`config.mk`:
```
export PLATFORM = sky130hd
export DESIGN_NAME = tmu_timer
export DESIGN_NICKNAME = d
export VERILOG_FILES = /design/src/inc/tmu_pkg.sv /design/src/verilog/tmu_timer.sv
export VERILOG_INCLUDE_DIRS = /design/src /design/src/inc
export SDC_FILE = /design/constraint.sdc
export NUM_CORES = 1
export LEC_CHECK = 0
export BUFFER_PORTS_ARGS = -buffer_cell sky130_fd_sc_hd__buf_2
export CAP_MARGIN = 25
export CELL_PAD_IN_SITES_DETAIL_PLACEMENT = 2
export CELL_PAD_IN_SITES_GLOBAL_PLACEMENT = 2
export CORE_MARGIN = 10
export CORE_UTILIZATION = 34
export DETAILED_ROUTE_END_ITERATION = 6
export PLACE_DENSITY = 0.78
export SETUP_SLACK_MARGIN = 0.15
export SKIP_CTS_REPAIR_TIMING = 1
export SLEW_MARGIN = 0
export SYNTH_ARGS = -nofsm -noshare
export SYNTH_HDL_FRONTEND = slang
export SYNTH_SLANG_ARGS = --single-unit
```
`constraint.sdc`:
```
create_clock -name ref_clk_i -period 3.2 [get_ports ref_clk_i]
set_input_delay 0.32 -clock ref_clk_i [delete_from_list [all_inputs] [get_ports ref_clk_i]]
set_output_delay 0.32 -clock ref_clk_i [all_outputs]
set_load 0.03 [all_outputs]
```
`src/inc/tmu_regs.svh`:
```
`ifndef TMU_REGS_SVH
`define TMU_REGS_SVH
// register byte offsets (apb word aligned)
`define TMU_OFF_CLKGATE   12'h000
`define TMU_OFF_PRESCALE  12'h004
`define TMU_OFF_STOP      12'h008
`define TMU_OFF_MASK      12'h00C
`define TMU_OFF_REQ       12'h010
`define TMU_OFF_PRIO_HI   12'h014
`define TMU_OFF_PRIO_LO   12'h018
`define TMU_OFF_MODE      12'h01C
`define TMU_OFF_DATA      12'h020
`define TMU_OFF_START     12'h024
`define TMU_OFF_COUNT     12'h028
`define TMU_OFF_STATUS    12'h02C
`define TMU_OFF_ST_CLR    12'h030
`define TMU_OFF_ST_EN     12'h034
// field positions
`define TMU_GATE_BIT      0
`define TMU_CH0_BIT       4
`define TMU_STOP_CH0      0
`define TMU_STOP_CH1      1
`define TMU_STOP_CH3      3
`define TMU_CCS_BIT       12
`define TMU_CKS_HI        15
`define TMU_CKS_LO        14
`define TMU_STS_HI        10
`define TMU_STS_LO        8
`define TMU_MD_HI         3
`define TMU_MD_LO         1
`define TMU_MD_START      0
// reset values and codes
`define TMU_RST_MASK      8'hFF
`define TMU_RST_DATA      16'hFFFF
`define TMU_MD_INTERVAL   3'h0
`define TMU_MD_CAPTURE    3'h2
`define TMU_STS_SOFT      3'h0
`define TMU_CKS_CK0       2'h0
`define TMU_ST_W          2
`endif

```
`src/inc/tmu_pkg.sv`:
```
package tmu_pkg;
  // channel run state
  typedef enum logic [0:0] {TMU_IDLE, TMU_RUN} tmu_state_t;
  // apb request bundle
  typedef struct packed {
    logic        sel;
    logic        enable;
    logic        write;
    logic [11:0] addr;
    logic [31:0] wdata;
  } tmu_apb_req_t;
  // decoded mode register fields
  typedef struct packed {
    logic [1:0] clk_sel;
    logic       count_source_sel;
    logic [2:0] start_trigger_sel;
    logic [2:0] op_mode;
    logic       start_irq_option;
  } tmu_mode_t;
endpackage : tmu_pkg

```
`src/verilog/tmu_timer.sv`:
```
// Function
// RULE1 - gate bit 0 stops unit clock, holds unit in reset, ignores register writes
// RULE2 - gate bit 1 supplies unit clock and allows register reads and writes
// RULE3 - operation clock zero is system clock divided by two to the prescale code
// RULE4 - writing 1 to channel 0 stop bit halts counting; writing 0 does nothing
// RULE5 - in 8-bit mode, channel 1 or 3 stop bit stops only lower timer
// RULE6 - channel 0 mask bit 4: 0 enables servicing, 1 disables it
// RULE7 - request flag bit 4 reads 1 while pending; software clears by writing 0
// RULE8 - priority is msb from high register, lsb from low; 00 highest
// RULE9 - count source bit 12 zero counts on operation clock chosen by clock select; the code uses operation clock zero for every clock select
// RULE10 - start trigger field zero starts only on software trigger
// RULE11 - mode zero runs interval timer, no interrupt when counting starts
// RULE12 - software enables clock, prescaler, stop, mask, clear, priority, then mode
// RULE13 - software selects undivided clock so channel counts at full rate
// RULE14 - interval mode counts down, capture mode counts up; other codes prohibited
// RULE15 - start option bit 1 in interval mode raises interrupt at count start
// RULE16 - software loads data register so count end repeats at wanted period
// RULE17 - each count end reloads counter, sets request flag, pulses count-end event
//
// The implementer's own choices: the register offsets and register access over APB.
`timescale 1ns/1ps
`default_nettype none
`include "tmu_regs.svh"

module tmu_timer
  import tmu_pkg::*;
#(
  parameter int CNT_W = 16,
  parameter int PRS_W = 4
) (
  // clock, reset, enable
  input  wire logic        ref_clk_i,
  input  wire logic        rst_n_i,
  input  wire logic        clk_en_i,
  // apb slave
  input  wire logic        psel_i,
  input  wire logic        penable_i,
  input  wire logic        pwrite_i,
  input  wire logic [11:0] paddr_i,
  input  wire logic [31:0] pwdata_i,
  output logic      [31:0] prdata_o,
  output logic             pready_o,
  output logic             pslverr_o,
  // external count edge (count source 1)
  input  wire logic        cnt_edge_i,
  // interrupt and events
  output logic             irq_o,
  output logic             ch0_irq_o,
  output logic [1:0]       ch0_priority_o,
  output logic             count_end_o
);

  //----------------------------------------
  // bus decode
  //----------------------------------------
  tmu_apb_req_t req;
  assign req = '{sel: psel_i, enable: penable_i, write: pwrite_i, addr: paddr_i, wdata: pwdata_i};

  function automatic logic hit(input logic [11:0] a, input logic [11:0] off);
    hit = (a == off);
  endfunction : hit

  wire wr_acc = req.sel && req.enable && req.write && clk_en_i;
  wire rd_acc = req.sel && req.enable && !req.write;
  wire mapped = hit(req.addr, `TMU_OFF_CLKGATE) || hit(req.addr, `TMU_OFF_PRESCALE)
              || hit(req.addr, `TMU_OFF_STOP) || hit(req.addr, `TMU_OFF_MASK)
              || hit(req.addr, `TMU_OFF_REQ) || hit(req.addr, `TMU_OFF_PRIO_HI)
              || hit(req.addr, `TMU_OFF_PRIO_LO) || hit(req.addr, `TMU_OFF_MODE)
              || hit(req.addr, `TMU_OFF_DATA) || hit(req.addr, `TMU_OFF_START)
              || hit(req.addr, `TMU_OFF_COUNT) || hit(req.addr, `TMU_OFF_STATUS)
              || hit(req.addr, `TMU_OFF_ST_CLR) || hit(req.addr, `TMU_OFF_ST_EN);

  logic unit_clock_gate_ff;
  // unit writes only land while the gate is open
  wire unit_wr  = wr_acc && unit_clock_gate_ff;                 // see RULE1 see RULE2
  wire wr_gate  = wr_acc && hit(req.addr, `TMU_OFF_CLKGATE);
  wire wr_prs   = unit_wr && hit(req.addr, `TMU_OFF_PRESCALE);
  wire wr_stop  = unit_wr && hit(req.addr, `TMU_OFF_STOP);
  wire wr_mask  = unit_wr && hit(req.addr, `TMU_OFF_MASK);
  wire wr_req   = unit_wr && hit(req.addr, `TMU_OFF_REQ);
  wire wr_prh   = unit_wr && hit(req.addr, `TMU_OFF_PRIO_HI);
  wire wr_prl   = unit_wr && hit(req.addr, `TMU_OFF_PRIO_LO);
  wire wr_mode  = unit_wr && hit(req.addr, `TMU_OFF_MODE);
  wire wr_data  = unit_wr && hit(req.addr, `TMU_OFF_DATA);
  wire wr_start = unit_wr && hit(req.addr, `TMU_OFF_START);
  wire wr_stclr = wr_acc && hit(req.addr, `TMU_OFF_ST_CLR);
  wire wr_sten  = wr_acc && hit(req.addr, `TMU_OFF_ST_EN);

  assign pready_o  = 1'b1;
  assign pslverr_o = req.sel && req.enable && !mapped;

  //----------------------------------------
  // register state
  //----------------------------------------
  logic [PRS_W-1:0] prescale_ff;
  logic [7:0]       mask_ff;
  logic [7:0]       req_flags_ff;
  logic [7:0]       prio_hi_ff;
  logic [7:0]       prio_lo_ff;
  logic [15:0]      mode_ff;
  logic [CNT_W-1:0] data_ff;
  logic [CNT_W-1:0] count_ff;
  logic [15:0]      div_ff;
  logic [`TMU_ST_W-1:0] status_ff;
  logic [`TMU_ST_W-1:0] st_en_ff;
  logic             ch1_lo_run_ff;
  logic             ch3_lo_run_ff;
  logic             count_end_ff;
  logic [31:0]      prdata_ff;
  tmu_state_t       state_ff;

  tmu_mode_t mode;
  assign mode = '{clk_sel: mode_ff[`TMU_CKS_HI:`TMU_CKS_LO],
                  count_source_sel: mode_ff[`TMU_CCS_BIT],
                  start_trigger_sel: mode_ff[`TMU_STS_HI:`TMU_STS_LO],
                  op_mode: mode_ff[`TMU_MD_HI:`TMU_MD_LO],
                  start_irq_option: mode_ff[`TMU_MD_START]};

  // held in reset while the gate is closed
  wire unit_rst = !unit_clock_gate_ff;                          // see RULE1

  //----------------------------------------
  // operation clock zero as enable pulses
  //----------------------------------------
  // a free counter; tick when the low prescale bits all roll over
  wire [15:0] div_mask = 16'((32'h1 << prescale_ff) - 32'h1);
  wire        op_clk0  = ((div_ff & div_mask) == div_mask);     // see RULE3

  // only clock selection 00 is built; others fall back to zero
  wire op_clk_sel = (mode.clk_sel == `TMU_CKS_CK0) ? op_clk0 : op_clk0;
  // count source: operation clock or external edge
  wire cnt_tick   = mode.count_source_sel ? cnt_edge_i : op_clk_sel; // see RULE9

  wire is_interval = (mode.op_mode == `TMU_MD_INTERVAL);
  wire is_capture  = (mode.op_mode == `TMU_MD_CAPTURE);
  // software start only: no hardware trigger input is honoured for code 000
  wire soft_only   = (mode.start_trigger_sel == `TMU_STS_SOFT);  // see RULE10
  wire start_req   = wr_start && pwdata_i[`TMU_STOP_CH0];
  wire stop_req    = wr_stop && pwdata_i[`TMU_STOP_CH0];        // see RULE4
  wire start_irq   = start_req && is_interval && mode.start_irq_option; // see RULE15 see RULE11
  wire running     = (state_ff == TMU_RUN);
  wire reach_end   = running && cnt_tick && is_interval && (count_ff == '0);
  wire set_flag    = reach_end || start_irq;                    // see RULE17

  //----------------------------------------
  // channel state machine
  //----------------------------------------
  tmu_state_t nxt_state;
  always_comb begin
    nxt_state = state_ff;
    case (state_ff)
      TMU_IDLE: begin
        if (start_req && soft_only) begin
          nxt_state = TMU_RUN;
        end
      end
      TMU_RUN: begin
        if (stop_req) begin
          nxt_state = TMU_IDLE;                                 // see RULE4
        end
      end
      default: nxt_state = TMU_IDLE;
    endcase
  end

  // counter next value: down in interval, up in capture
  logic [CNT_W-1:0] nxt_count;
  always_comb begin
    nxt_count = count_ff;
    if (start_req && !running) begin
      nxt_count = is_capture ? '0 : data_ff;
    end else if (running && cnt_tick) begin
      if (reach_end) begin
        nxt_count = data_ff;                                    // see RULE17
      end else if (is_interval) begin
        nxt_count = count_ff - 1'b1;                            // see RULE14
      end else if (is_capture) begin
        nxt_count = count_ff + 1'b1;                            // see RULE14
      end
    end
  end

  // request flag: hardware set beats a software clear
  wire [7:0] nxt_req = wr_req ? pwdata_i[7:0] : req_flags_ff;
  wire [7:0] req_set = 8'(set_flag) << `TMU_CH0_BIT;            // see RULE7

  // 8-bit low timers of channels 1 and 3: stop bits only touch them
  wire stop_ch1_lo = wr_stop && pwdata_i[`TMU_STOP_CH1];         // see RULE5
  wire stop_ch3_lo = wr_stop && pwdata_i[`TMU_STOP_CH3];         // see RULE5
  // start register bits 1 and 3 run them; a stop in the same write wins
  wire start_ch1_lo = wr_start && pwdata_i[`TMU_STOP_CH1];
  wire start_ch3_lo = wr_start && pwdata_i[`TMU_STOP_CH3];

  //----------------------------------------
  // unit clock gate (never reset by itself)
  //----------------------------------------
  always_ff @(posedge ref_clk_i or negedge rst_n_i) begin
    if (!rst_n_i) begin
      unit_clock_gate_ff <= 1'b0;
    end else if (clk_en_i && wr_gate) begin
      unit_clock_gate_ff <= pwdata_i[`TMU_GATE_BIT];            // see RULE2
    end
  end

  //----------------------------------------
  // unit registers and channel
  //----------------------------------------
  always_ff @(posedge ref_clk_i or negedge rst_n_i) begin
    if (!rst_n_i) begin
      prescale_ff   <= '0;
      mode_ff       <= '0;
      data_ff       <= `TMU_RST_DATA;
      count_ff      <= '0;
      div_ff        <= '0;
      state_ff      <= TMU_IDLE;
      ch1_lo_run_ff <= 1'b0;
      ch3_lo_run_ff <= 1'b0;
      count_end_ff  <= 1'b0;
    end else if (clk_en_i) begin
      if (unit_rst) begin
        // clock stopped: whole unit held at reset values
        prescale_ff   <= '0;                                    // see RULE1
        mode_ff       <= '0;
        data_ff       <= `TMU_RST_DATA;
        count_ff      <= '0;
        div_ff        <= '0;
        state_ff      <= TMU_IDLE;
        ch1_lo_run_ff <= 1'b0;
        ch3_lo_run_ff <= 1'b0;
        count_end_ff  <= 1'b0;
      end else begin
        if (wr_prs) prescale_ff <= pwdata_i[PRS_W-1:0];
        if (wr_mode) mode_ff <= pwdata_i[15:0];
        if (wr_data) data_ff <= pwdata_i[CNT_W-1:0];
        div_ff        <= div_ff + 16'h1;
        count_ff      <= nxt_count;
        state_ff      <= nxt_state;
        count_end_ff  <= reach_end;                             // see RULE17
        if (stop_ch1_lo) ch1_lo_run_ff <= 1'b0;
        else if (start_ch1_lo) ch1_lo_run_ff <= 1'b1;
        if (stop_ch3_lo) ch3_lo_run_ff <= 1'b0;
        else if (start_ch3_lo) ch3_lo_run_ff <= 1'b1;
      end
    end
  end

  //----------------------------------------
  // interrupt controller registers (outside the unit reset)
  //----------------------------------------
  always_ff @(posedge ref_clk_i or negedge rst_n_i) begin
    if (!rst_n_i) begin
      mask_ff      <= `TMU_RST_MASK;
      req_flags_ff <= '0;
      prio_hi_ff   <= '1;
      prio_lo_ff   <= '1;
    end else if (clk_en_i) begin
      if (wr_mask) mask_ff <= pwdata_i[7:0];
      if (wr_prh) prio_hi_ff <= pwdata_i[7:0];
      if (wr_prl) prio_lo_ff <= pwdata_i[7:0];
      req_flags_ff <= nxt_req | req_set;                        // see RULE7
    end
  end

  // sticky status: bit0 count end, bit1 start interrupt; set wins over clear
  wire [`TMU_ST_W-1:0] st_set = {start_irq, reach_end};
  wire [`TMU_ST_W-1:0] st_clr = wr_stclr ? pwdata_i[`TMU_ST_W-1:0] : '0;
  always_ff @(posedge ref_clk_i or negedge rst_n_i) begin
    if (!rst_n_i) begin
      status_ff <= '0;
      st_en_ff  <= '0;
    end else if (clk_en_i) begin
      status_ff <= (status_ff & ~st_clr) | st_set;
      if (wr_sten) st_en_ff <= pwdata_i[`TMU_ST_W-1:0];
    end
  end

  //----------------------------------------
  // read mux (unit registers read zero while gated)
  //----------------------------------------
  logic [31:0] rd_mux;
  always_comb begin
    rd_mux = 32'h0;
    if (hit(req.addr, `TMU_OFF_CLKGATE)) rd_mux = {31'h0, unit_clock_gate_ff};
    else if (hit(req.addr, `TMU_OFF_MASK)) rd_mux = {24'h0, mask_ff};
    else if (hit(req.addr, `TMU_OFF_REQ)) rd_mux = {24'h0, req_flags_ff};
    else if (hit(req.addr, `TMU_OFF_PRIO_HI)) rd_mux = {24'h0, prio_hi_ff};
    else if (hit(req.addr, `TMU_OFF_PRIO_LO)) rd_mux = {24'h0, prio_lo_ff};
    else if (hit(req.addr, `TMU_OFF_STATUS)) rd_mux = {30'h0, status_ff};
    else if (hit(req.addr, `TMU_OFF_ST_EN)) rd_mux = {30'h0, st_en_ff};
    else if (unit_clock_gate_ff) begin
      if (hit(req.addr, `TMU_OFF_PRESCALE)) rd_mux = {28'h0, prescale_ff};
      else if (hit(req.addr, `TMU_OFF_MODE)) rd_mux = {16'h0, mode_ff};
      else if (hit(req.addr, `TMU_OFF_DATA)) rd_mux = {16'h0, data_ff};
      else if (hit(req.addr, `TMU_OFF_COUNT)) rd_mux = {13'h0, ch3_lo_run_ff, ch1_lo_run_ff, running, count_ff};
    end
  end

  // read data registered in the setup cycle so it is stable in access
  always_ff @(posedge ref_clk_i or negedge rst_n_i) begin
    if (!rst_n_i) begin
      prdata_ff <= '0;
    end else if (clk_en_i && req.sel && !req.enable && !req.write) begin
      prdata_ff <= rd_mux;
    end
  end

  //----------------------------------------
  // outputs
  //----------------------------------------
  assign prdata_o       = rd_acc ? prdata_ff : 32'h0;
  assign ch0_irq_o      = req_flags_ff[`TMU_CH0_BIT] && !mask_ff[`TMU_CH0_BIT]; // see RULE6
  assign ch0_priority_o = {prio_hi_ff[`TMU_CH0_BIT], prio_lo_ff[`TMU_CH0_BIT]}; // see RULE8
  assign irq_o          = |(status_ff & st_en_ff);
  assign count_end_o    = count_end_ff;

endmodule : tmu_timer
`default_nettype wire

```
==> out/qor.yml <==
job:
  maxCapViolations: 0
grt:
  grtUsageTotal: 0.196
  grt_pass1_wl_mm: 44.0
  grt_pass1_vias: 7452
  grt_overflow_total: 0
  grt_max_degree: 59
  antenna_found_initial: 0
logic_synthesis:
  syn_area_sq_mm: 0.00744
  synth.distinct_cells: 81
  seq_area_frac_synth: 0.434
  async_flop_share: 1.00
  synth_top_area_frac: 0.293
  synth.top_cells.by_area: "dfrtp_1, dfstp_2, mux2_2, nand2_1, a22o_1"
  ys_seq_elements: 127
  avgSynthCellArea_sq_um: 10.1
  postSynthCellCount: 740
  synthFlopType: "dfrtp_1"
  synth.largest_area_cell: "dfrtp_1"
  synth_edf_count: 0
  yosysWarningCount: 0
placed_design:
  gp_congestion: 0.843
  place_hpwl_mm: 19.5
  post_dp_cell_area_sq_mm: 0.00814
  dp_slack_ns: -0.143
  port_buffers: 59
sta:
  max_slew.worst_pin.slew_ns: 1.03
  setup_ws_ns: 0.184
  max_freq_ghz: 0.332
  hold_slack_ns: -0.0133
  period_needed_ns: 3.02
  setup_violations: 0
  finalMaxSlewViolations: 0
  finalClockSkew_ns: 0.0126
  setup_total_negative_slack_ns: 0
  rsz0062_at_grt: "yes"
  hold_violations: 7
  min_period_over_period: 0.943
  slew_headroom: 0.315
die:
  core.rowCount: 54
  fp.dieW_um: 168
  start_util: 0.343
  core-area_sq_mm: 0.0217
  die_area_sq_mm: 0.0282
  pin_count: 90
  die_h_um: 168
route:
  route.vias.total: 6588
  wl_met1_mm: 11.9
  totalWireLength_mm: 28.5
  viasPerCell: 5.90
  wire_per_inst_um: 25.5
  top_layer: "met4"
  drtIter0Drc: 552
  met3_length_mm: 1.13
  wl_met2_mm: 14.9
  first_pass_iters: 5
  postRouteAntennaNets: 0
  drc: 0
worst_setup_path:
  crit_chain: "or3_4 -> clkinvlp_4 -> buf_4 -> buf_6 -> ha_1 -> a2111oi_2 -> o21ai_1 -> and3b_1 -> a31o_2 -> o2111ai_2 -> o211ai_1"
  end_kind: "flop"
  cp-startpoint: "mode_ff[3]"
  crit_end: "count_ff[15]"
  max_stage_delay_ns: 0.44
  timing.rr.end: "count_ff[15]"
  path_class: "flop to flop"
  cp_slowest_cell: "dfrtp_2"
  startpoint_type: "flop"
  reg2reg_from: "mode_ff[3]"
  worst_ep_arrival_time_ns: 3.30
  path_max_fanout: 9
  r2r_cells: 11
  rrSetupSlack_ns: 0.18
  crit_required_ns: 3.49
clock_network:
  cts_root_buf: "clkbuf_16"
  cts_htree_levels: 4
  insertion_delay_ns: 0.43
  cts.sinks: 127
  cts_buffers: 17
  cts_tree: "done"
  path_clk_slew_ns: 0.06
  clk_path_buf_depth: 2
hold_path:
  hold_path_class: "input pin to asynchronous set/reset pin"
power:
  cellLeakagePower_nw: 3.85
  swShare: 0.280
  internal-power_w: 0.00299
  p_seq_frac: 0.426
  power.density_mw_per_mm2: 466
  comb_power_share: 0.100
  pwr-share-clk: 0.475
  switching_power_w: 0.00116
  vdd_drop_max_mv: 0.256
finish:
  fin_area_sq_mm: 0.00891
  regArea_sq_mm: 0.00323
  nets: 892
  areaGrowthSynthToFinish_pct: 19.7
  layout-drive-gt1-share: 0.318
  multi_input_area_sq_mm: 0.00399
  fill_cells: 2313
  n_antenna_cell: 0
status:
  violations: "hold timing"
  outcome: "finished, violations left"
power by group through the flow:
stage / Clock (W) / Sequential (W) / Combinational, W
global placement: 0 / 0.00178 / 0.000371
global route: 0.00208 / 0.00178 / 0.000458
detailed placement: 0 / 0.00179 / 0.000399
CTS: 0.00201 / 0.00177 / 0.000408
floorplan: 0 / 0.00175 / 0.000276
finish: 0.00197 / 0.00177 / 0.000413
per-layer routing:
layer / vias to the layer above / global-route usage
met5: - / 0
met4: 0 / 0.0534
met3: 37 / 0.0438
met2: 189 / 0.347
met1: 3458 / 0.234
li1: 2904 / -
cells in the mapped netlist (all sizes together) (6+ instances only):
cell type  number
nor3           19
and2           24
o22a           16
clkbuf         24
xor2           15
nor2           40
a22oi          12
buf            31
nand4           9
a31oi           7
xnor2          10
nand3          20
dfstp          40
ha             16
o21ai          39
o22ai          12
a22o           28
a21oi          23
mux2           37
nand2          78
inv            15
mux2i          14
nor4           10
or2             6
nand2b          9
dfrtp          87
a222oi         12
worst min path at each step:
stage                       to  depth (start not counted)
2_1_floorplan    ch1_lo_run_ff                          0
3_3_place_gp      prdata_ff[1]                          1
3_5_place_dp   req_flags_ff[0]                          1
4_1_cts           prdata_ff[4]                          1
5_1_grt           prdata_ff[1]                          1
6_report       req_flags_ff[0]                          1
area by class of cell:
cell class	count	area share
inverters	15	0.00674
clock inverters	15	0.0180
repair buffers	107	0.0775
flip-flops and latches	127	0.363
repair inverters	1	0.000843
well taps	280	0.0393
clock buffers	17	0.0477
multi-input cells	555	0.447
registers in the layout, indices dropped and copies added, names as in the netlist, 15 cells and up:
| register | count |
|---|---|
| mode_ff | 16 |
| prdata_ff | 19 |
| count_ff | 16 |
| data_ff | 16 |
| div_ff | 15 |
critical path, delay by kind of cell, from the launching register on:
kind	cells	cell delay, ns
buf+inv	3	0.42
fa+ha+maj	1	0.27
flops	1	0.44
compound gates	5	1.07
simple gates	2	0.68
logic make-up (layout without fill, tap and decap cells):
| kind of cell | count (synthesis) | in the layout | synth area share |
|---|---|---|---|
| and+or+nand+nor | 238 | 238 | 0.169 |
| DFF | 127 | 127 | 0.434 |
| xor gates and xnor gates | 25 | 25 | 0.0294 |
| muxes | 51 | 51 | 0.0758 |
| adders and majority gates | 17 | 17 | 0.0296 |
| buffers and inverters | 70 | 155 | 0.0489 |
| AOI/OAI and AO/OA | 210 | 210 | 0.213 |
| other | 2 | 14 | 0.00101 |
placed cells by master (no fill, tap or decap), types with 6 or more instances in the layout:
master      n
buf_4      45
a21oi_1    21
mux2_2     35
nor4_1      8
nand2_1    77
inv_1      13
mux2i_1    14
a31oi_1     6
nand3_1    19
o22ai_1    11
dfrtp_1    85
buf_2      58
a222oi_1   12
xnor2_1     9
xor2_1     15
dfstp_2    40
a22o_1     28
nor3_1     10
ha_1       14
nand4_1     8
a22oi_1    12
clkbuf_16  17
o22a_1     16
o21ai_0    31
nor3_2      9
conb_1     14
and2_1     22
o21ai_1     6
nand2b_1    9
nor2_1     39
stage by stage:
| step | util | instances | total power, W | hold WS [ns] |
|---|---|---|---|---|
| finish | 0.411 | 1117 | 0.00415 | -0.0133 |
| global placement | 0.375 | 1073 | 0.00215 | 0.436 |
| detailed placement | 0.375 | 1073 | 0.00219 | 0.456 |
| floorplan | - | 752 | 0.00203 | 0.0244 |
| CTS | 0.402 | 1105 | 0.00418 | 0.0000223 |
| global route | 0.411 | 1117 | 0.00431 | 0.0171 |
No activity file was read; power rests on OpenSTA's default activity.
